`src/smdc_pkg.sv`:
```
// Package of constants for the serial multidrop front end
package smdc_pkg;
	localparam int CLK_HZ = 10000000;
	localparam int BAUD_4800 = 4800;
	localparam int BAUD_9600 = 9600;
	localparam int BAUD_19200 = 19200;
	localparam int BAUD_38400 = 38400;
	localparam logic [15:0] DIV_4800 = 16'(CLK_HZ / BAUD_4800);
	localparam logic [15:0] DIV_9600 = 16'(CLK_HZ / BAUD_9600);
	localparam logic [15:0] DIV_19200 = 16'(CLK_HZ / BAUD_19200);
	localparam logic [15:0] DIV_38400 = 16'(CLK_HZ / BAUD_38400);
	localparam int DATA_BITS = 8;
	localparam int STOP_BITS = 1;
	localparam logic [1:0] BAUD_SEL_4800 = 2'h0;
	localparam logic [1:0] BAUD_SEL_9600 = 2'h1;
	localparam logic [1:0] BAUD_SEL_19200 = 2'h2;
	localparam logic [1:0] BAUD_SEL_38400 = 2'h3;
	localparam logic [3:0] ADDR_BAUD = 4'h0;
	localparam logic [3:0] ADDR_MODE = 4'h1;
	localparam logic [3:0] ADDR_NAME = 4'h2;
	localparam logic [3:0] ADDR_CMD = 4'h3;
	localparam logic [3:0] ADDR_STATUS = 4'h4;
	localparam logic [3:0] ADDR_TXD = 4'h5;
	localparam logic [3:0] ADDR_RXD = 4'h6;
	localparam int MODE_HUB_BIT = 0;
	localparam int MODE_ADDR_BIT = 1;
	localparam int CMD_SAVE_BIT = 0;
	localparam logic [1:0] BAUD_RST = BAUD_SEL_19200;
	localparam logic [7:0] NAME_DEFAULT = 8'h21;
	localparam logic [7:0] CHAR_A = 8'h41;
	localparam logic [7:0] CHAR_UP_Z = 8'h5a;
	localparam logic [7:0] CHAR_LO_A = 8'h61;
	localparam logic [7:0] CHAR_LO_Z = 8'h7a;
	localparam logic [7:0] CHAR_0 = 8'h30;
	localparam logic [7:0] CHAR_9 = 8'h39;
	localparam logic [7:0] CHAR_LF = 8'h0a;
	localparam logic [7:0] CHAR_CR = 8'h0d;
endpackage

```
`src/smdc_top.sv`:
```
// Serial multidrop front end: two channels, hub relay, node naming
// Summary of operation
// - Both channels share one selectable rate: 4800, 9600, 19200 or 38400.
// - Rate after reset is 19200 until software changes it.
// - Characters are eight data bits, one stop bit, no parity.
// - Factory default: addressed switch off and addressed flag zero.
// - Unaddressed talk only when both addressed switch and flag are inactive.
// - Hub role when switch two is on or the hub flag is one.
// - Hub relays each host RS-232 character onto RS-485 unless the RS-485 sender is still busy.
// - Hub relays RS-485 replies back to the host over RS-232.
// - Addressed mode when switch three is on or addressed flag is one.
// - Address switches are binary, top switch MSB; 1..7 give names A..G.
// - A name command sets the node name to a single character.
// - Without an assigned name the node answers to exclamation mark.
// - Accepted software names are ASCII letters of either case or digits.
// - Save writes the software-assigned node name and the addressed flag to non-volatile storage.
// - A saved addressed flag keeps addressed mode with the switch off.
`timescale 1ns/1ps
module smdc_top (
	input wire logic i_core_clk,
	input wire logic i_arst_n,
	input wire logic i_hub_role_switch,
	input wire logic i_addressed_mode_switch,
	input wire logic [2:0] i_node_address_switches,
	input wire logic [7:0] i_nv_name,
	input wire logic i_nv_addr_flag,
	input wire logic i_nv_valid,
	input wire logic i_rs232_rx,
	input wire logic i_rs485_rx,
	input wire logic [3:0] i_addr,
	input wire logic [7:0] i_wdata,
	input wire logic i_wr,
	input wire logic i_rd,
	output logic [7:0] o_rdata,
	output logic o_rs232_tx,
	output logic o_rs485_tx,
	output logic o_rs485_oe,
	output logic o_nv_we,
	output logic [7:0] o_nv_name,
	output logic o_nv_addr_flag,
	output logic o_hub_active,
	output logic o_addressed_active
);
	logic rst_s1_q, rst_n_q;
	always_ff @(posedge i_core_clk or negedge i_arst_n) begin
		if (!i_arst_n) begin
			rst_s1_q <= 1'b0;
			rst_n_q <= 1'b0;
		end else begin
			rst_s1_q <= 1'b1;
			rst_n_q <= rst_s1_q;
		end
	end

	logic [1:0] baud_q;
	logic hub_flag_q, addr_flag_q;
	logic [7:0] name_q;
	logic nv_loaded_q;
	logic [7:0] txd_q;
	logic tx_req_q;
	logic [7:0] rxd_q;
	logic rx_new_q;
	logic name_rej_q;
	logic msg_sel_q, msg_start_q;

	// Divider selection
	wire [15:0] div = (baud_q == smdc_pkg::BAUD_SEL_4800) ? smdc_pkg::DIV_4800 :
		(baud_q == smdc_pkg::BAUD_SEL_9600) ? smdc_pkg::DIV_9600 :
		(baud_q == smdc_pkg::BAUD_SEL_19200) ? smdc_pkg::DIV_19200 : smdc_pkg::DIV_38400;

	wire hub_on = i_hub_role_switch | hub_flag_q;
	wire addr_on = i_addressed_mode_switch | addr_flag_q;
	wire single_ok = ~i_addressed_mode_switch & ~addr_flag_q;

	// Effective node name
	wire [7:0] sw_name = smdc_pkg::CHAR_A + {5'h00, i_node_address_switches} - 8'h01;
	wire [7:0] node_name = (i_node_address_switches != 3'h0) ? sw_name : name_q;

	wire is_upper = (i_wdata >= smdc_pkg::CHAR_A) && (i_wdata <= smdc_pkg::CHAR_UP_Z);
	wire is_lower = (i_wdata >= smdc_pkg::CHAR_LO_A) && (i_wdata <= smdc_pkg::CHAR_LO_Z);
	wire is_digit = (i_wdata >= smdc_pkg::CHAR_0) && (i_wdata <= smdc_pkg::CHAR_9);
	wire name_ok = is_upper | is_lower | is_digit;

	wire wr_baud = i_wr && (i_addr == smdc_pkg::ADDR_BAUD);
	wire wr_mode = i_wr && (i_addr == smdc_pkg::ADDR_MODE);
	wire wr_name = i_wr && (i_addr == smdc_pkg::ADDR_NAME);
	wire wr_cmd = i_wr && (i_addr == smdc_pkg::ADDR_CMD);
	wire wr_txd = i_wr && (i_addr == smdc_pkg::ADDR_TXD);
	wire rd_rxd = i_rd && (i_addr == smdc_pkg::ADDR_RXD);

	// Serial engines
	logic r232_v, r485_v, t232_busy, t485_busy;
	logic [7:0] r232_d, r485_d;
	logic t232_go, t485_go;
	logic [7:0] t232_dat, t485_dat;
	logic t232_tx, t485_tx;

	smdc_uart_rx #(.DW(smdc_pkg::DATA_BITS)) u_rx232 (
		.i_clk(i_core_clk), .i_rst_n(rst_n_q), .i_div(div), .i_rx(i_rs232_rx),
		.o_valid(r232_v), .o_data(r232_d)
	);
	smdc_uart_rx #(.DW(smdc_pkg::DATA_BITS)) u_rx485 (
		.i_clk(i_core_clk), .i_rst_n(rst_n_q), .i_div(div), .i_rx(i_rs485_rx),
		.o_valid(r485_v), .o_data(r485_d)
	);
	smdc_uart_tx #(.DW(smdc_pkg::DATA_BITS)) u_tx232 (
		.i_clk(i_core_clk), .i_rst_n(rst_n_q), .i_div(div), .i_start(t232_go), .i_data(t232_dat),
		.o_busy(t232_busy), .o_tx(t232_tx)
	);
	smdc_uart_tx #(.DW(smdc_pkg::DATA_BITS)) u_tx485 (
		.i_clk(i_core_clk), .i_rst_n(rst_n_q), .i_div(div), .i_start(t485_go), .i_data(t485_dat),
		.o_busy(t485_busy), .o_tx(t485_tx)
	);

	// Hub relays; host channel for local traffic is RS-232 unless a non-hub node on RS-485
	wire host_rx_v = hub_on ? r232_v : r485_v;
	wire [7:0] host_rx_d = hub_on ? r232_d : r485_d;
	// Addressed filtering: leading character selects the message
	wire msg_first = host_rx_v && msg_start_q;
	wire sel_now = msg_first ? (host_rx_d == node_name) : msg_sel_q;
	wire accept = host_rx_v && (addr_on ? (sel_now && !msg_first) : single_ok);
	wire msg_end = host_rx_v && ((host_rx_d == smdc_pkg::CHAR_CR) || (host_rx_d == smdc_pkg::CHAR_LF));

	wire relay_232_485 = hub_on && r232_v && !t485_busy;
	wire relay_485_232 = hub_on && r485_v && !t232_busy;
	wire local_on_485 = !hub_on;
	wire local_go = tx_req_q && (local_on_485 ? !t485_busy : !t232_busy) && !(hub_on && r485_v);
	assign t485_go = relay_232_485 || (local_on_485 && local_go);
	assign t485_dat = relay_232_485 ? r232_d : txd_q;
	assign t232_go = relay_485_232 || (!local_on_485 && local_go && !relay_485_232);
	assign t232_dat = relay_485_232 ? r485_d : txd_q;

	wire [7:0] status = {1'b0, name_rej_q, single_ok, addr_on, hub_on, tx_req_q, rx_new_q, nv_loaded_q};
	wire [7:0] rd_mux = (i_addr == smdc_pkg::ADDR_BAUD) ? {6'h00, baud_q} :
		(i_addr == smdc_pkg::ADDR_MODE) ? {6'h00, addr_flag_q, hub_flag_q} :
		(i_addr == smdc_pkg::ADDR_NAME) ? node_name :
		(i_addr == smdc_pkg::ADDR_STATUS) ? status :
		(i_addr == smdc_pkg::ADDR_RXD) ? rxd_q : 8'h00;

	always_ff @(posedge i_core_clk or negedge rst_n_q) begin
		if (!rst_n_q) begin
			baud_q <= smdc_pkg::BAUD_RST;
			hub_flag_q <= 1'b0;
			addr_flag_q <= 1'b0;
			name_q <= smdc_pkg::NAME_DEFAULT;
			nv_loaded_q <= 1'b0;
			name_rej_q <= 1'b0;
		end else begin
			if (!nv_loaded_q && i_nv_valid) begin
				nv_loaded_q <= 1'b1;
				name_q <= i_nv_name;
				addr_flag_q <= i_nv_addr_flag;
			end else begin
				if (wr_mode) begin
					hub_flag_q <= i_wdata[smdc_pkg::MODE_HUB_BIT];
					addr_flag_q <= i_wdata[smdc_pkg::MODE_ADDR_BIT];
				end
				if (wr_name && name_ok) begin
					name_q <= i_wdata;
				end
			end
			if (wr_baud) begin
				baud_q <= i_wdata[1:0];
			end
			if (wr_name) begin
				name_rej_q <= !name_ok;
			end
		end
	end

	always_ff @(posedge i_core_clk or negedge rst_n_q) begin
		if (!rst_n_q) begin
			txd_q <= 8'h00;
			tx_req_q <= 1'b0;
			rxd_q <= 8'h00;
			rx_new_q <= 1'b0;
			msg_sel_q <= 1'b0;
			msg_start_q <= 1'b1;
		end else begin
			if (wr_txd) begin
				txd_q <= i_wdata;
			end
			tx_req_q <= wr_txd | (tx_req_q & ~local_go);
			if (accept) begin
				rxd_q <= host_rx_d;
			end
			rx_new_q <= accept | (rx_new_q & ~rd_rxd);
			if (host_rx_v) begin
				msg_start_q <= msg_end;
				msg_sel_q <= msg_end ? 1'b0 : sel_now;
			end
		end
	end

	always_ff @(posedge i_core_clk or negedge rst_n_q) begin
		if (!rst_n_q) begin
			o_rdata <= 8'h00;
			o_rs232_tx <= 1'b1;
			o_rs485_tx <= 1'b1;
			o_rs485_oe <= 1'b0;
			o_nv_we <= 1'b0;
			o_nv_name <= 8'h00;
			o_nv_addr_flag <= 1'b0;
			o_hub_active <= 1'b0;
			o_addressed_active <= 1'b0;
		end else begin
			o_rdata <= i_rd ? rd_mux : 8'h00;
			o_rs232_tx <= t232_tx;
			o_rs485_tx <= t485_tx;
			o_rs485_oe <= t485_busy;
			o_nv_we <= wr_cmd && i_wdata[smdc_pkg::CMD_SAVE_BIT];
			if (wr_cmd && i_wdata[smdc_pkg::CMD_SAVE_BIT]) begin
				o_nv_name <= name_q;
				o_nv_addr_flag <= addr_flag_q;
			end
			o_hub_active <= hub_on;
			o_addressed_active <= addr_on;
		end
	end
endmodule

```
`src/smdc_uart_rx.sv`:
```
// Serial receiver, 8 data bits, 1 stop bit, no parity
`timescale 1ns/1ps
module smdc_uart_rx #(
	parameter int DW = 8
) (
	input wire logic i_clk,
	input wire logic i_rst_n,
	input wire logic [15:0] i_div,
	input wire logic i_rx,
	output logic o_valid,
	output logic [DW-1:0] o_data
);
	typedef enum logic [1:0] {SMDC_RX_IDLE, SMDC_RX_START, SMDC_RX_DATA, SMDC_RX_STOP} smdc_rx_st_t;
	smdc_rx_st_t st_q;
	logic [15:0] cnt_q;
	logic [3:0] bit_q;
	logic [DW-1:0] sh_q;
	logic rx_s1_q, rx_s2_q;
	wire tick = (cnt_q == 16'h0000);
	wire [15:0] half = {1'b0, i_div[15:1]};
	always_ff @(posedge i_clk or negedge i_rst_n) begin
		if (!i_rst_n) begin
			st_q <= SMDC_RX_IDLE;
			cnt_q <= 16'h0000;
			bit_q <= 4'h0;
			sh_q <= '0;
			o_valid <= 1'b0;
			o_data <= '0;
			rx_s1_q <= 1'b1;
			rx_s2_q <= 1'b1;
		end else begin
			rx_s1_q <= i_rx;
			rx_s2_q <= rx_s1_q;
			o_valid <= 1'b0;
			cnt_q <= tick ? i_div - 16'h0001 : cnt_q - 16'h0001;
			case (st_q)
				SMDC_RX_IDLE: begin
					if (!rx_s2_q) begin
						st_q <= SMDC_RX_START;
						cnt_q <= half;
					end
				end
				SMDC_RX_START: begin
					if (tick) begin
						st_q <= rx_s2_q ? SMDC_RX_IDLE : SMDC_RX_DATA;
						bit_q <= 4'h0;
					end
				end
				SMDC_RX_DATA: begin
					if (tick) begin
						sh_q <= {rx_s2_q, sh_q[DW-1:1]};
						bit_q <= bit_q + 4'h1;
						if (bit_q == 4'(DW - 1)) begin
							st_q <= SMDC_RX_STOP;
						end
					end
				end
				SMDC_RX_STOP: begin
					if (tick) begin
						st_q <= SMDC_RX_IDLE;
						o_valid <= rx_s2_q;
						o_data <= sh_q;
					end
				end
				default: st_q <= SMDC_RX_IDLE;
			endcase
		end
	end
endmodule

```
`src/smdc_uart_tx.sv`:
```
// Serial transmitter, 8 data bits, 1 stop bit, no parity
`timescale 1ns/1ps
module smdc_uart_tx #(
	parameter int DW = 8
) (
	input wire logic i_clk,
	input wire logic i_rst_n,
	input wire logic [15:0] i_div,
	input wire logic i_start,
	input wire logic [DW-1:0] i_data,
	output logic o_busy,
	output logic o_tx
);
	logic [15:0] cnt_q;
	logic [3:0] bit_q;
	logic [DW+1:0] sh_q;
	wire tick = (cnt_q == 16'h0000);
	always_ff @(posedge i_clk or negedge i_rst_n) begin
		if (!i_rst_n) begin
			cnt_q <= 16'h0000;
			bit_q <= 4'h0;
			sh_q <= '1;
			o_busy <= 1'b0;
			o_tx <= 1'b1;
		end else if (!o_busy) begin
			o_tx <= 1'b1;
			if (i_start) begin
				sh_q <= {1'b1, i_data, 1'b0};
				bit_q <= 4'(DW + 2);
				cnt_q <= 16'h0000;
				o_busy <= 1'b1;
			end
		end else begin
			cnt_q <= tick ? i_div - 16'h0001 : cnt_q - 16'h0001;
			if (tick) begin
				if (bit_q == 4'h0) begin
					o_busy <= 1'b0;
					o_tx <= 1'b1;
				end else begin
					o_tx <= sh_q[0];
					sh_q <= {1'b1, sh_q[DW+1:1]};
					bit_q <= bit_q - 4'h1;
				end
			end
		end
	end
endmodule

```
`config.mk`:
```
export PLATFORM = sky130hd
export DESIGN_NAME = smdc_top
export DESIGN_NICKNAME = d
export VERILOG_FILES = /design/src/smdc_pkg.sv /design/src/smdc_top.sv /design/src/smdc_uart_rx.sv /design/src/smdc_uart_tx.sv
export SDC_FILE = /design/constraint.sdc
export NUM_CORES = 1
export LEC_CHECK = 0
export CAP_MARGIN = 40
export CORE_MARGIN = 5
export CORE_UTILIZATION = 40
export DETAILED_ROUTE_END_ITERATION = 7
export DONT_BUFFER_PORTS = 1
export REMOVE_ABC_BUFFERS = 1
export SLEW_MARGIN = 20
export SYNTH_ARGS = -nofsm -noshare
export SYNTH_HDL_FRONTEND = slang
export SYNTH_SLANG_ARGS = --single-unit
```
`constraint.sdc`:
```
create_clock -name i_core_clk -period 6.75 [get_ports i_core_clk]
set_input_delay 1.0125 -clock i_core_clk [delete_from_list [all_inputs] [get_ports i_core_clk]]
set_output_delay 1.0125 -clock i_core_clk [all_outputs]
set_load 0.1 [all_outputs]
```
After elaboration in Yosys (flattened, before gate mapping). Cells that the tools add are included.

Output and inout port bits: 23. Logic and storage cells: 265. Input port bits: 33. Bits in registers: 205.

Eq/ne operators: 33. Reductions and logical operators: 64. Muxes and demuxes: 88. Magnitude comparators: 6. Add/subtract/negate cells: 11. Bitwise logic cells: 14.

Operators by type and width (number): $mux 16 (12); $mux 8 (12); $mux 10 (9); $logic_not 16->1 (4); $sub 16x1->16 const B (4); $mux 4 (12); $logic_and 1x1->1 (25); $mux 1 (25); $mux 2 (12); $eq 4x3->1 const B (5); $eq 8x4->1 const B (2); $ge 8x7->1 const B (2); $le 8x7->1 const B (2); $ne 2x1->1 const B (8); $pmux 2 s4 (2); $pmux 4 s2 (2); $sub 12x1->13 const B (1); $logic_not 4->1 (3); $mux 12 (1); $ne 2x2->1 const B (6); $reduce_and 3->1 (4); $reduce_bool 2->1 (6); $mux 11 (1); $eq 2x2->1 const B (5); 19 further kinds (51).

Longest topological paths before layout. Gate-level depths: netlist of run 1.

Word-level depth: 9. Mapped depth: 9. Mapped depth without buffers: 7.

By module. From an unflattened synthesis of run 1, not the netlist that was laid out.

Cell total of the unflattened synthesis: 1237. Area, all modules: 12050.3 µm².

By module, submodules not included: smdc_uart_rx (cells each 228, times used 2, area an instance 2322.2 µm², seq. area each 1028.5 µm²); smdc_top (cells each 316, times used 1, area an instance 3228.1 µm², seq. area each 1483.9 µm²); smdc_uart_tx (u_tx485) (cells each 237, times used 1, area an instance 2104.5 µm², seq. area each 788.3 µm²); smdc_uart_tx (u_tx232) (cells each 228, times used 1, area an instance 2073.2 µm², seq. area each 788.3 µm²).

Worst setup path before layout of run 1. OpenSTA, ideal clock, no wires.

Path kind: in2reg. Start point: input i_addr[0]. End point: register name_q[4]. Arrival time: 2659 ps. Stages on the path: 7. Path buffers: 2. Library setup time: 142 ps. Data required time: 6608 ps. Slack: 3950 ps. Cells stage by stage: clkbuf_1 -> nor4b_1 -> nand2_1 -> or2_2 -> clkbuf_1 -> o21ai_0 -> a31oi_1.

Word-level cells in the longest chain between the ends: 4.

Ends and longest elaborated chain: start, declared (line smdc_top.sv:30) `input wire logic [3:0] i_addr,`; $eq 4x2->1 (line smdc_top.sv:86) `wire wr_name = i_wr && (i_addr == smdc_pkg::ADDR_NAME);`; $logic_and 1x1->1 (line smdc_top.sv:86); $logic_and 1x1->1 (line smdc_top.sv:158) `if (wr_name && name_ok) begin`; $reduce_bool 2->1 (no line); end signal, assigned (line smdc_top.sv:145) `name_q <= smdc_pkg::NAME_DEFAULT;`; end signal, assigned (line smdc_top.sv:151) `name_q <= i_nv_name;`; end signal, assigned (line smdc_top.sv:159) `name_q <= i_wdata;`; end, declared (line smdc_top.sv:57) `logic [7:0] name_q;`.

No other way between the ends. A chain may end at the register's enable or synchronous reset.

Final worst setup path of run 1.
Start point: register u_tx232.cnt_q[2]. End point: register u_tx232.cnt_q[8].

Word-level cells in the longest chain between the ends: 3. Elaborated cells on any way between the ends: 4. Those cells by class: 1 x add/sub; 2 x mux; 1 x reduce/logical.

Ends and longest elaborated chain: start, declared (line smdc_uart_tx.sv:14) `logic [15:0] cnt_q;`; start signal, assigned (line smdc_uart_tx.sv:34) `cnt_q <= tick ? i_div - 16'h0001 : cnt_q - 16'h0001;`; $sub 16x1->16 or $logic_not 16->1 (tied branches) (line smdc_uart_tx.sv:34, smdc_uart_tx.sv:17); $mux 16 * (line smdc_uart_tx.sv:34); $mux 16 * (line smdc_uart_tx.sv:25) `end else if (!o_busy) begin`.

Every way passes the cells marked *; elsewhere a longest branch is shown, timed or not.

==> reports/summary.txt, run 1 <==
Post-Synth Adder-Cell Area - 2.85%
Synth Area in Compound Gates - 15.0%
Final wirelength - 24.9 mm
Mux cell area share after synthesis - 10.4%
Placed cell areas - 11100 µm²
Vias in the first global route - 7537
EDFF count, synth - 0
R2R Setup Slk - 3.91 ns
Top Metal Used - met4
Mapped Area - 10500 µm²
Synth Instances - 1032
Slowest-stage cell, CP - o21ai_0
Setup Buffers After CTS - 0
Worst r2r path cells - 6
Clock-pin slew on the worst setup and hold paths - 0.06 ns
Initial Utilization - 40.5%
Die Wd - 172 µm
WL met3 - 1.13 mm
Max Buffers Root-to-Sink - 3
IR drop worst, VDD - 0.000330 V
# IOs - 56
Initial antenna violation count - 0
Arr. time, crit path - 3.23 ns
Layout area overhead - 14.1%
Synth Warn # - 0
MaxCap Viol Count - 0
Final hold violation count - 0
Clock network power share - 31.2%
Nets@finish - 1104
Residual DRC count - 0
Sw frac - 35.1%
DRT Pass-1 Iters - 5
Xor/xnor cell area share of the yosys netlist - 2.83%
Worst slew margin - 38.6%
Post-Syn Area per Cell - 10.2 µm²
Pins Over Slew Limit - 0
Setup TNS - 0 ns
Root Driver - clkbuf_16
Leak Pwr - 5.24 nW
Tmin final - 2.84 ns
Crit path kind - flop to flop
N_diodes - 0
Worst hold path class - flop to asynchronous set/reset pin
Comb power frac - 27.6%
Cell-internal power - 2.78 mW
IO Port Bufs - 0
Htree depth - 1
Sequential share of power - 41.2%
Detailed Place HPWL - 17.2 mm
Status - finished, final reports clean
CP required - 7.14 ns
Unrepaired setup endpoints after global routing - no
Die Ht - 172 µm
Clock latency on the worst-skew pair - 0.51 ns
Routed Antenna Nets - 0
Final Cell Area - 12000 µm²
Max incr delay on CP - 0.66 ns
Pin count of the biggest net entering global routing - 143
Full die area - 29700 µm²
Unique cell type count in the Yosys netlist - 79
Reg-to-reg startpoint - u_tx232.cnt_q[2]
CTS Hold Bufs - 0
# rows - 59
Post-Route Skew - 0.0135 ns
CP startpoint kind - flop
GR Overflow Total - 0
P_sw - 1.50 mW
Main combinational cell family by area after synthesis - simple AND/OR/NAND/NOR gates
First-pass GRT wire length - 40.2 mm
Gr usage total - 16.5%
Met2 WL - 11.0 mm
Setup Viol. Count Final - 0
Via Count - 7920
WL per Instance - 17.8 µm
Most used cell, CP - o21ai_0
CTS resizes - 0
Clk sinks - 203
Synth Area in Simple Gates - 17.3%
Flops & latches, synth - 203
Via-to-Cell Ratio - 5.66
Initial DRC count - 603
RePlAce Congestion - 0.868
Largest fanout on the critical path - 6
Critical Path Sink Type - flop
CTS Buf Count - 23
Worst reg2reg path endpoint - u_tx232.cnt_q[8]
Critical path, cell by cell - nor4_1 -> nand4_1 -> o21ai_0 -> buf_2 -> o21ai_0 -> a22o_1
Core ar. - 26000 µm²
Sequential fraction of the synthesis area - 48.6%
Post-synth top flop - dfrtp_1
Ys async rst share - 100%
Core Util, Final - 46.2%
M1 wire length - 12.1 mm
Final period utilization - 42.1%
Layout cell share with drive strength beyond 1 - 15.9%
Pwr Density - 357 nW/µm²
Slew of the pin with the lowest slew margin - 0.921 ns
Fmax achieved - 352 MHz
CTS tree - yes
[cells in the final DEF, fill, tap and decap left out, types with 10 or more instances in the layout]
cell type / Yosys / final
nor2_1: 85 / 85
a31oi_1: 24 / 24
nand3_1: 22 / 22
a21oi_1: 32 / 32
nor3_1: 34 / 34
buf_16: 0 / 11
xor2_1: 10 / 10
inv_1: 39 / 39
clkbuf_16: 0 / 23
nand4_1: 11 / 11
ha_1: 24 / 24
a22o_1: 15 / 15
dfstp_2: 30 / 30
nand2_1: 80 / 80
nand2b_1: 11 / 11
mux2i_1: 35 / 35
mux2_2: 54 / 54
dfrtp_1: 173 / 172
o21ai_0: 91 / 91
nor4_1: 14 / 14
xnor2_1: 24 / 24
o22ai_1: 11 / 11
mux2_1: 12 / 12
[flip-flops by register name, summed over array words and instances, names as in the netlist, 2 cells and up, named ones only]
name            count
u_rx485.sh_q        8
u_rx485.bit_q       4
u_tx232.cnt_q      16
name_q              8
u_rx232.cnt_q      16
o_rdata             8
u_tx232.sh_q        9
rxd_q               8
u_tx485.bit_q       4
o_nv_name           8
u_tx485.cnt_q      16
baud_q              2
u_rx485.cnt_q      16
u_rx232.o_data      8
u_rx232.bit_q       4
u_tx485.sh_q        9
txd_q               8
u_rx485.o_data      8
u_rx232.sh_q        8
u_tx232.bit_q       4
[synthesized netlist by cell type (10+ instances only)]
master,instances,area (µm²)
a21oi_1,32,160
a31oi_1,24,150
clkbuf_1,26,97.6
nor3_1,34,170
dfrtp_1,173,4330
ha_1,24,300
mux2_2,54,608
xor2_1,10,87.6
nand3_1,22,110
inv_1,39,146
nand2b_1,11,68.8
nor2_1,85,319
xnor2_1,24,210
a22o_1,15,131
o21ai_0,91,455
dfstp_2,30,788
mux2i_1,35,350
nand2_1,80,300
o22ai_1,11,68.8
nor4_1,14,87.6
mux2_1,12,135
nand4_1,11,68.8
[worst max-delay path by stage]
stage | from | endpoint | slack [ns]
6_report | u_tx232.cnt_q[2] | u_tx232.cnt_q[8] | 3.91
5_1_grt | u_tx232.cnt_q[2] | u_tx232.cnt_q[4] | 3.67
4_1_cts | u_tx232.cnt_q[6] | u_tx232.cnt_q[4] | 3.93
3_5_place_dp | i_hub_role_switch | u_tx232.sh_q[5] | 3.59
3_3_place_gp | i_hub_role_switch | u_tx232.sh_q[6] | 3.68
2_1_floorplan | rst_n_q | asynchronous set/reset pin | 0.73
[cell type report]
class | instances | area, µm²
Timing Repair Buffer | 29 | 407
Clock inverter | 10 | 158
Multi-Input combinational cell | 751 | 5100
Tap cell | 335 | 419
Clock buffer | 32 | 659
Inverter | 39 | 146
Sequential cell | 203 | 5120
Fill cell | 2423 | 14000
[logic make-up (layout without fill, tap and decap cells)]
logic type      after synthesis  after routing
simple gates                345            345
xor+xnor                     34             34
fa+ha+maj                    24             24
flops                       203            203
compound gates              246            246
buf+inv                      78            110
other cells                   1              1
mux                         101            101
[critical path: cells and delay by family (launching register included)]
family	cells	cell delay (ns)
AOI/OAI and AO/OA	3	1.03
buffers and inverters	1	0.27
DFF	1	0.42
and+or+nand+nor	2	1.00
[power by group through the flow]
stage               combinational [mW]  sequential (mW)  clock (mW)
global placement                 0.988             1.86           0
floorplan                        0.772             1.81           0
global route                      1.31             1.80        1.42
finish                            1.18             1.77        1.34
CTS                               1.14             1.79        1.37
detailed placement                1.13             1.81           0
[per-stage QoR]
step | cells | setup slack (ns) | power, mW | hold WS, ns
2_1_floorplan | 993 | 0.727 | 2.58 | 0.331
3_3_place_gp | 1333 | 3.68 | 2.85 | 0.344
3_5_place_dp | 1350 | 3.59 | 2.94 | 0.336
4_1_cts | 1392 | 3.93 | 4.30 | 0.173
5_1_grt | 1399 | 3.67 | 4.54 | 0.150
6_report | 1399 | 3.91 | 4.28 | 0.137
[per-layer routing]
| layer | vias up | GRT usage (%) |
|---|---|---|
| met5 | - | 0 |
| met4 | 0 | 4.20 |
| met3 | 40 | 2.03 |
| met2 | 199 | 24.9 |
| met1 | 3862 | 25.3 |
| li1 | 3819 | - |
(Power assumes the default switching activity.)
==> inputs of run 2 (changes only) <==
==> constraint.sdc (replaced) <==
create_clock -name i_core_clk -period 2.8 [get_ports i_core_clk]
set_input_delay 0.42 -clock i_core_clk [delete_from_list [all_inputs] [get_ports i_core_clk]]
set_output_delay 0.42 -clock i_core_clk [all_outputs]
set_load 0.1 [all_outputs]
==> run 2 against run 1 <==
Net effect: die area unchanged; sequential share of layout area down 0.075 points; final area up 0.18%; worst hold slack worse by 0.11 ns; clock power up 140%; worst setup slack worse by 3.7 ns; global-route usage up 0.27 points; clock skew down 0.0049 ns; critical path depth down 1; critical endpoint is now u_rx232.bit_q[0]; highest routed layer unchanged.
==> reports/summary.txt, run 2 (synthesis results as in run 1) <==
Clock latency on the worst-skew pair - 0.51 ns (about the same)
Detailed Place HPWL - 17.9 mm (+4.0%)
CTS Buf Count - 23 (unchanged)
# IOs - 56 (unchanged)
Via Count - 7907 (-0.16%)
# rows - 59 (unchanged)
Sw frac - 35.5% (+0.35 points)
Clock-pin slew on the worst setup and hold paths - 0.06 ns (about the same)
N_diodes - 0 (unchanged)
CP required - 3.19 ns (-3.95 ns)
Initial Utilization - 40.5% (unchanged)
Final hold violation count - 0 (unchanged)
Comb power frac - 27.3% (-0.3 points)
Die Wd - 172 µm (unchanged)
Critical Path Sink Type - flop
Leak Pwr - 5.27 nW (+0.55%)
Pwr Density - 859 nW/µm² (+140%)
Worst slew margin - 40.0% (+1.4 points)
Hold_sp - i_nv_valid
P_sw - 3.67 mW (+140%)
Most frequent cells in the layout - dfrtp_1 (172), o21ai_0 (91), nor2_1 (85)
First-pass GRT wire length - 40.5 mm (+0.86%)
Clock network power share - 31.1% (about the same)
Die Ht - 172 µm (unchanged)
Unrepaired setup endpoints after global routing - no
Final non-filler cell total - 1412 (+0.93%)
Cell-internal power - 6.67 mW (+140%)
Total power - 10.3 mW (+140%)
Final Cell Area - 12000 µm² (+0.18%)
Final wirelength - 25.1 mm (+1.0%)
Routed Antenna Nets - 0 (unchanged)
Layout area overhead - 14.3%
Dpl ws - 0.225 ns (-3.36 ns)
Final period utilization - 93.1% (+51 points)
CTS Hold Bufs - 3 (+3)
Largest fanout on the critical path - 12 (+6)
Setup Buffers After CTS - 0 (unchanged)
Core ar. - 26000 µm² (unchanged)
Root Driver - clkbuf_16
Arr. time, crit path - 3.00 ns (-0.23 ns)
Post-Route Skew - 0.00863 ns (-0.00492 ns)
Max Buffers Root-to-Sink - 3 (unchanged)
Status - finished, final reports clean
Post-Place Cells - 1361 (+0.81%)
WL per Instance - 17.8 µm (+0.11%)
Residual DRC count - 0 (unchanged)
DRT Pass-1 Iters - 7 (+2)
Slew of the pin with the lowest slew margin - 0.900 ns (-0.0214 ns)
IO Port Bufs - 0 (unchanged)
Reg-to-reg startpoint - u_rx232.cnt_q[10]
Pin count of the biggest net entering global routing - 80 (-44%)
Layout cell share with drive strength beyond 1 - 16.8% (+0.92 points)
IR drop worst, VDD - 0.000625 V (+89%)
MaxCap Viol Count - 0 (unchanged)
Pins Over Slew Limit - 0 (unchanged)
Setup Viol. Count Final - 0 (unchanged)
Crit path from - u_rx232.cnt_q[10]
Nets@finish - 1117 (+1.2%)
Gr usage total - 16.8% (+0.27 points)
Initial DRC count - 613 (+1.7%)
Worst hold path class - primary input to flop
Full die area - 29700 µm² (unchanged)
Crit path kind - flop to flop
Vias in the first global route - 7716 (+2.4%)
Tmin final - 2.61 ns (-0.232 ns)
Most common cell after layout, fill and taps aside - dfrtp_1
CTS tree - yes
Fmax achieved - 384 MHz (+8.9%)
Placed cell areas - 11100 µm² (+0.41%)
Setup WS post-layout - 0.193 ns (-3.72 ns)
Htree depth - 1 (unchanged)
Sequential share of power - 41.6% (+0.4 points)
CP startpoint kind - flop
WHS - 0.0259 ns (-0.112 ns)
Core Util, Final - 46.3% (+0.082 points)
Clk sinks - 203 (unchanged)
GR Overflow Total - 0 (unchanged)
Via-to-Cell Ratio - 5.60 (-1.1%)
CTS resizes - 0 (unchanged)
Initial antenna violation count - 0 (unchanged)
Setup TNS - 0 ns (unchanged)
RePlAce Congestion - 0.858 (-1.1%)
[run 2: critical path, stage by stage, from the launching register on]
cell and delay [ns]:
dfrtp_1 0.39, or4_1 0.61, nor4_2 0.28, and4b_1 0.55, o21ai_0 0.30, a211o_1 0.36
[run 2: power by group through the flow]
stage	Sequential [mW]	Combinational, mW	Clock (mW)
finish	4.30	2.83	3.22
global route	4.38	3.17	3.42
CTS	4.32	2.79	3.29
detailed placement	4.37	2.77	0
global placement	4.48	2.48	0
floorplan	4.37	1.86	0
[run 2: area by class of cell]
class	count	area [µm²]
fillers	2418	14000
flip-flops and latches	203	5120
multi-input cells	751	5100
clock buffers	29	638
repair buffers	42	433
well taps	335	419
clock inverters	13	178
inverters	39	146
[run 2: path summary, 6_finish.rpt]
| path | end | slack, ns | depth (start not counted) |
|---|---|---|---|
| max in group asynchronous | o_rs232_tx | 1.66 | 1 |
| worst max-delay path | u_rx232.bit_q[0] | 0.19 | 5 |
| worst min-delay path | nv_loaded_q | 0.03 | 1 |
| worst max register to register | u_rx232.bit_q[0] | 0.19 | 5 |
| worst min register to register | u_rx232.bit_q[0] | 0.31 | 0 |
| min in group asynchronous | rst_n_q | 0.14 | 1 |
[run 2: layer usage]
layer / global-route usage [%] / up-vias / part of all wire (%)
met2: 26.2 / 182 / 46
met5: 0 / - / 0
met1: 24.8 / 3852 / 48
met3: 2.24 / 38 / 4.3
li1: - / 3835 / -
met4: 4.24 / 0 / 2.0
==> inputs of run 3 (changes only) <==
--- a/config.mk
+++ b/config.mk
@@ -7,7 +7,7 @@
 export LEC_CHECK = 0
 export CAP_MARGIN = 40
 export CORE_MARGIN = 5
-export CORE_UTILIZATION = 40
+export CORE_UTILIZATION = 28
 export DETAILED_ROUTE_END_ITERATION = 7
 export DONT_BUFFER_PORTS = 1
 export REMOVE_ABC_BUFFERS = 1
==> run 3 against run 2 <==
Net effect: worst setup slack improved by 0.14 ns; non-clock buffer count fell by 1; clock power rose by 2%; register-to-register slack improved by 0.14 ns; total power rose by 0.54%; final cell count rose by 13%; first-iteration DRC count fell by 25%; die area rose by 40%; highest routed layer unchanged.
==> reports/summary.txt, run 3 (synthesis results as in run 1) <==
Clock-pin slew on the worst setup and hold paths - 0.06 ns (about the same)
MaxCap Viol Count - 0 (unchanged)
Post-Place Cells - 1533 (+13%)
Top Usage Layer GRT - met2
Met2 GRT Util - 19.1% (-7.1 points)
Initial antenna violation count - 0 (unchanged)
Largest delay share family, worst path - simple AND/OR/NAND/NOR gates
Final period utilization - 88.3% (-4.8 points)
# rows - 71 (+20%)
Pwr Density - 845 nW/µm² (-1.7%)
Sw frac - 35.2% (-0.27 points)
Status - finished, final reports clean
N_diodes - 0 (unchanged)
CTS resizes - 0 (unchanged)
First-pass GRT wire length - 41.7 mm (+2.8%)
Fmax achieved - 405 MHz (+5.5%)
Initial DRC count - 459 (-25%)
Most frequent cells in the layout - dfrtp_1 (172), o21ai_0 (91), nor2_1 (85)
Unrepaired setup endpoints after global routing - no
Clock latency on the worst-skew pair - 0.52 ns (about the same)
Slew of the pin with the lowest slew margin - 0.901 ns (+0.00157 ns)
Nets@finish - 1117 (unchanged)
Sequential share of power - 41.4% (-0.2 points)
Tmin final - 2.47 ns (-0.135 ns)
Layout area overhead - 16.9%
# IOs - 56 (unchanged)
Cell-internal power - 6.74 mW (+0.97%)
Max Buffers Root-to-Sink - 3 (unchanged)
IO Port Bufs - 0 (unchanged)
Worst hold path class - primary input to flop
CP startpoint kind - flop
M1 GR Usage - 16.8% (-8.0 points)
CP bufs+invs - 0 (unchanged)
Residual DRC count - 0 (unchanged)
Crit path kind - flop to flop
Largest fanout on the critical path - 7 (-5)
Slowest-stage cell, CP - or4_1
Max incr delay on CP - 0.61 ns (about the same)
Reg area - 5120 µm² (unchanged)
Final Cell Area - 12300 µm² (+2.3%)
Clk sinks - 203 (unchanged)
Initial Utilization - 28.2% (-12 points)
Routed Antenna Nets - 0 (unchanged)
GR Overflow Total - 0 (unchanged)
Most common cell after layout, fill and taps aside - dfrtp_1
Arr. time, crit path - 2.86 ns (-0.14 ns)
Met3 Usage GRT - 1.78% (-0.46 points)
Final hold violation count - 0 (unchanged)
CTS Hold Bufs - 3 (unchanged)
Comb power frac - 27.0% (-0.3 points)
Clock network power share - 31.6% (+0.5 points)
Leak Pwr - 5.29 nW (+0.36%)
Vias in the first global route - 7822 (+1.4%)
Setup Buffers After CTS - 0 (unchanged)
Post-Route Skew - 0.0117 ns (+0.00308 ns)
Critical Path Sink Type - flop
DRT Pass-1 Iters - 5 (-2)
Die Ht - 204 µm (+18%)
Multi-input logic area - 5100 µm² (unchanged)
Full die area - 41600 µm² (+40%)
Final wirelength - 25.3 mm (+0.66%)
Root Driver - clkbuf_16
CP required - 3.19 ns (about the same)
Setup Viol. Count Final - 0 (unchanged)
Die Wd - 204 µm (+18%)
Via Count - 7990 (+1.0%)
WL per Instance - 15.9 µm (-11%)
Total power - 10.4 mW (+0.54%)
Via-to-Cell Ratio - 5.03 (-10%)
Core ar. - 37400 µm² (+44%)
Pin count of the biggest net entering global routing - 83 (+3.8%)
P_sw - 3.66 mW (-0.23%)
Gr usage total - 11.9% (-4.9 points)
Placed cell areas - 11300 µm² (+1.8%)
Layout cell share with drive strength beyond 1 - 16.7% (-0.11 points)
Fill cells - 3788 (+57%)
Worst slew margin - 39.9% (-0.10 points)
Htree depth - 1 (unchanged)
Critical path, cell by cell - or4_1 -> nor4_2 -> and4b_1 -> o21ai_0 -> a211o_1
RePlAce Congestion - 0.855 (-0.33%)
WHS - 0.0274 ns (+0.00158 ns)
Detailed Place HPWL - 17.9 mm (-0.19%)
CTS tree - yes
CTS Buf Count - 24 (+4.3%)
Pins Over Slew Limit - 0 (unchanged)
IR drop worst, VDD - 0.000333 V (-47%)
Final non-filler cell total - 1589 (+13%)
## run 3: cell types whose count changed in the layout (fill, tap and decap cells not counted), moves of 2 or more
cell,previous run,this run
clkbuf_1,6,9
buf_1,4,2
clkbuf_16,24,26
clkbuf_8,4,6
## run 3: final cells by class
cell class,count,area share [%]
Sequential cell,203,41.6
Inverter,39,1.19
Tap cell,511,5.19
Clock buffer,35,5.88
Multi-Input combinational cell,751,41.4
Clock inverter,9,1.02
Timing Repair Buffer,41,3.69
## run 3: metrics by stage
stage | setup slack, ns | TNS, ns | util [%]
after floorplan | -3.22 | -599.50 | -
after global placement | 0.409 | 0 | 29.9
after detailed placement | 0.364 | 0 | 30.3
after CTS | 0.348 | 0 | 32.7
after global routing | 0.165 | 0 | 32.9
final | 0.328 | 0 | 32.9
## run 3: power groups by stage
| stage | combinational (mW) | sequential (mW) | clock [mW] |
|---|---|---|---|
| 2_1_floorplan | 1.86 | 4.37 | 0 |
| 3_3_place_gp | 2.48 | 4.47 | 0 |
| 3_5_place_dp | 2.70 | 4.39 | 0 |
| 4_1_cts | 2.72 | 4.35 | 3.39 |
| 5_1_grt | 3.15 | 4.38 | 3.51 |
| 6_report | 2.81 | 4.30 | 3.29 |
## run 3: worst paths after layout
path / to / from / depth (start not counted) / slack (ns)
min in group asynchronous: rst_n_q / i_arst_n / 1 / 0.13
worst min-delay path: nv_loaded_q / i_nv_valid / 1 / 0.03
worst max-delay path: u_rx232.bit_q[3] / u_rx232.cnt_q[10] / 5 / 0.33
worst min register to register: o_nv_name[0] / rst_n_q / 0 / 0.27
worst max register to register: u_rx232.bit_q[3] / u_rx232.cnt_q[10] / 5 / 0.33
max in group asynchronous: o_rs232_tx / rst_n_q / 1 / 1.71
## run 3: worst reg2reg max path, stage by stage, from the launching register on
cell,delay [ns]
dfrtp_1,0.39
or4_1,0.61
nor4_2,0.30
and4b_1,0.45
o21ai_0,0.26
a211o_1,0.35
## run 3: metal layers
metal | wire [µm] | up-vias | part of all wire, %
met5 | 0 | - | 0
met4 | 548 | 0 | 2.2
met3 | 866 | 37 | 3.4
met2 | 11900 | 131 | 47
met1 | 12000 | 3988 | 47
li1 | - | 3834 | -
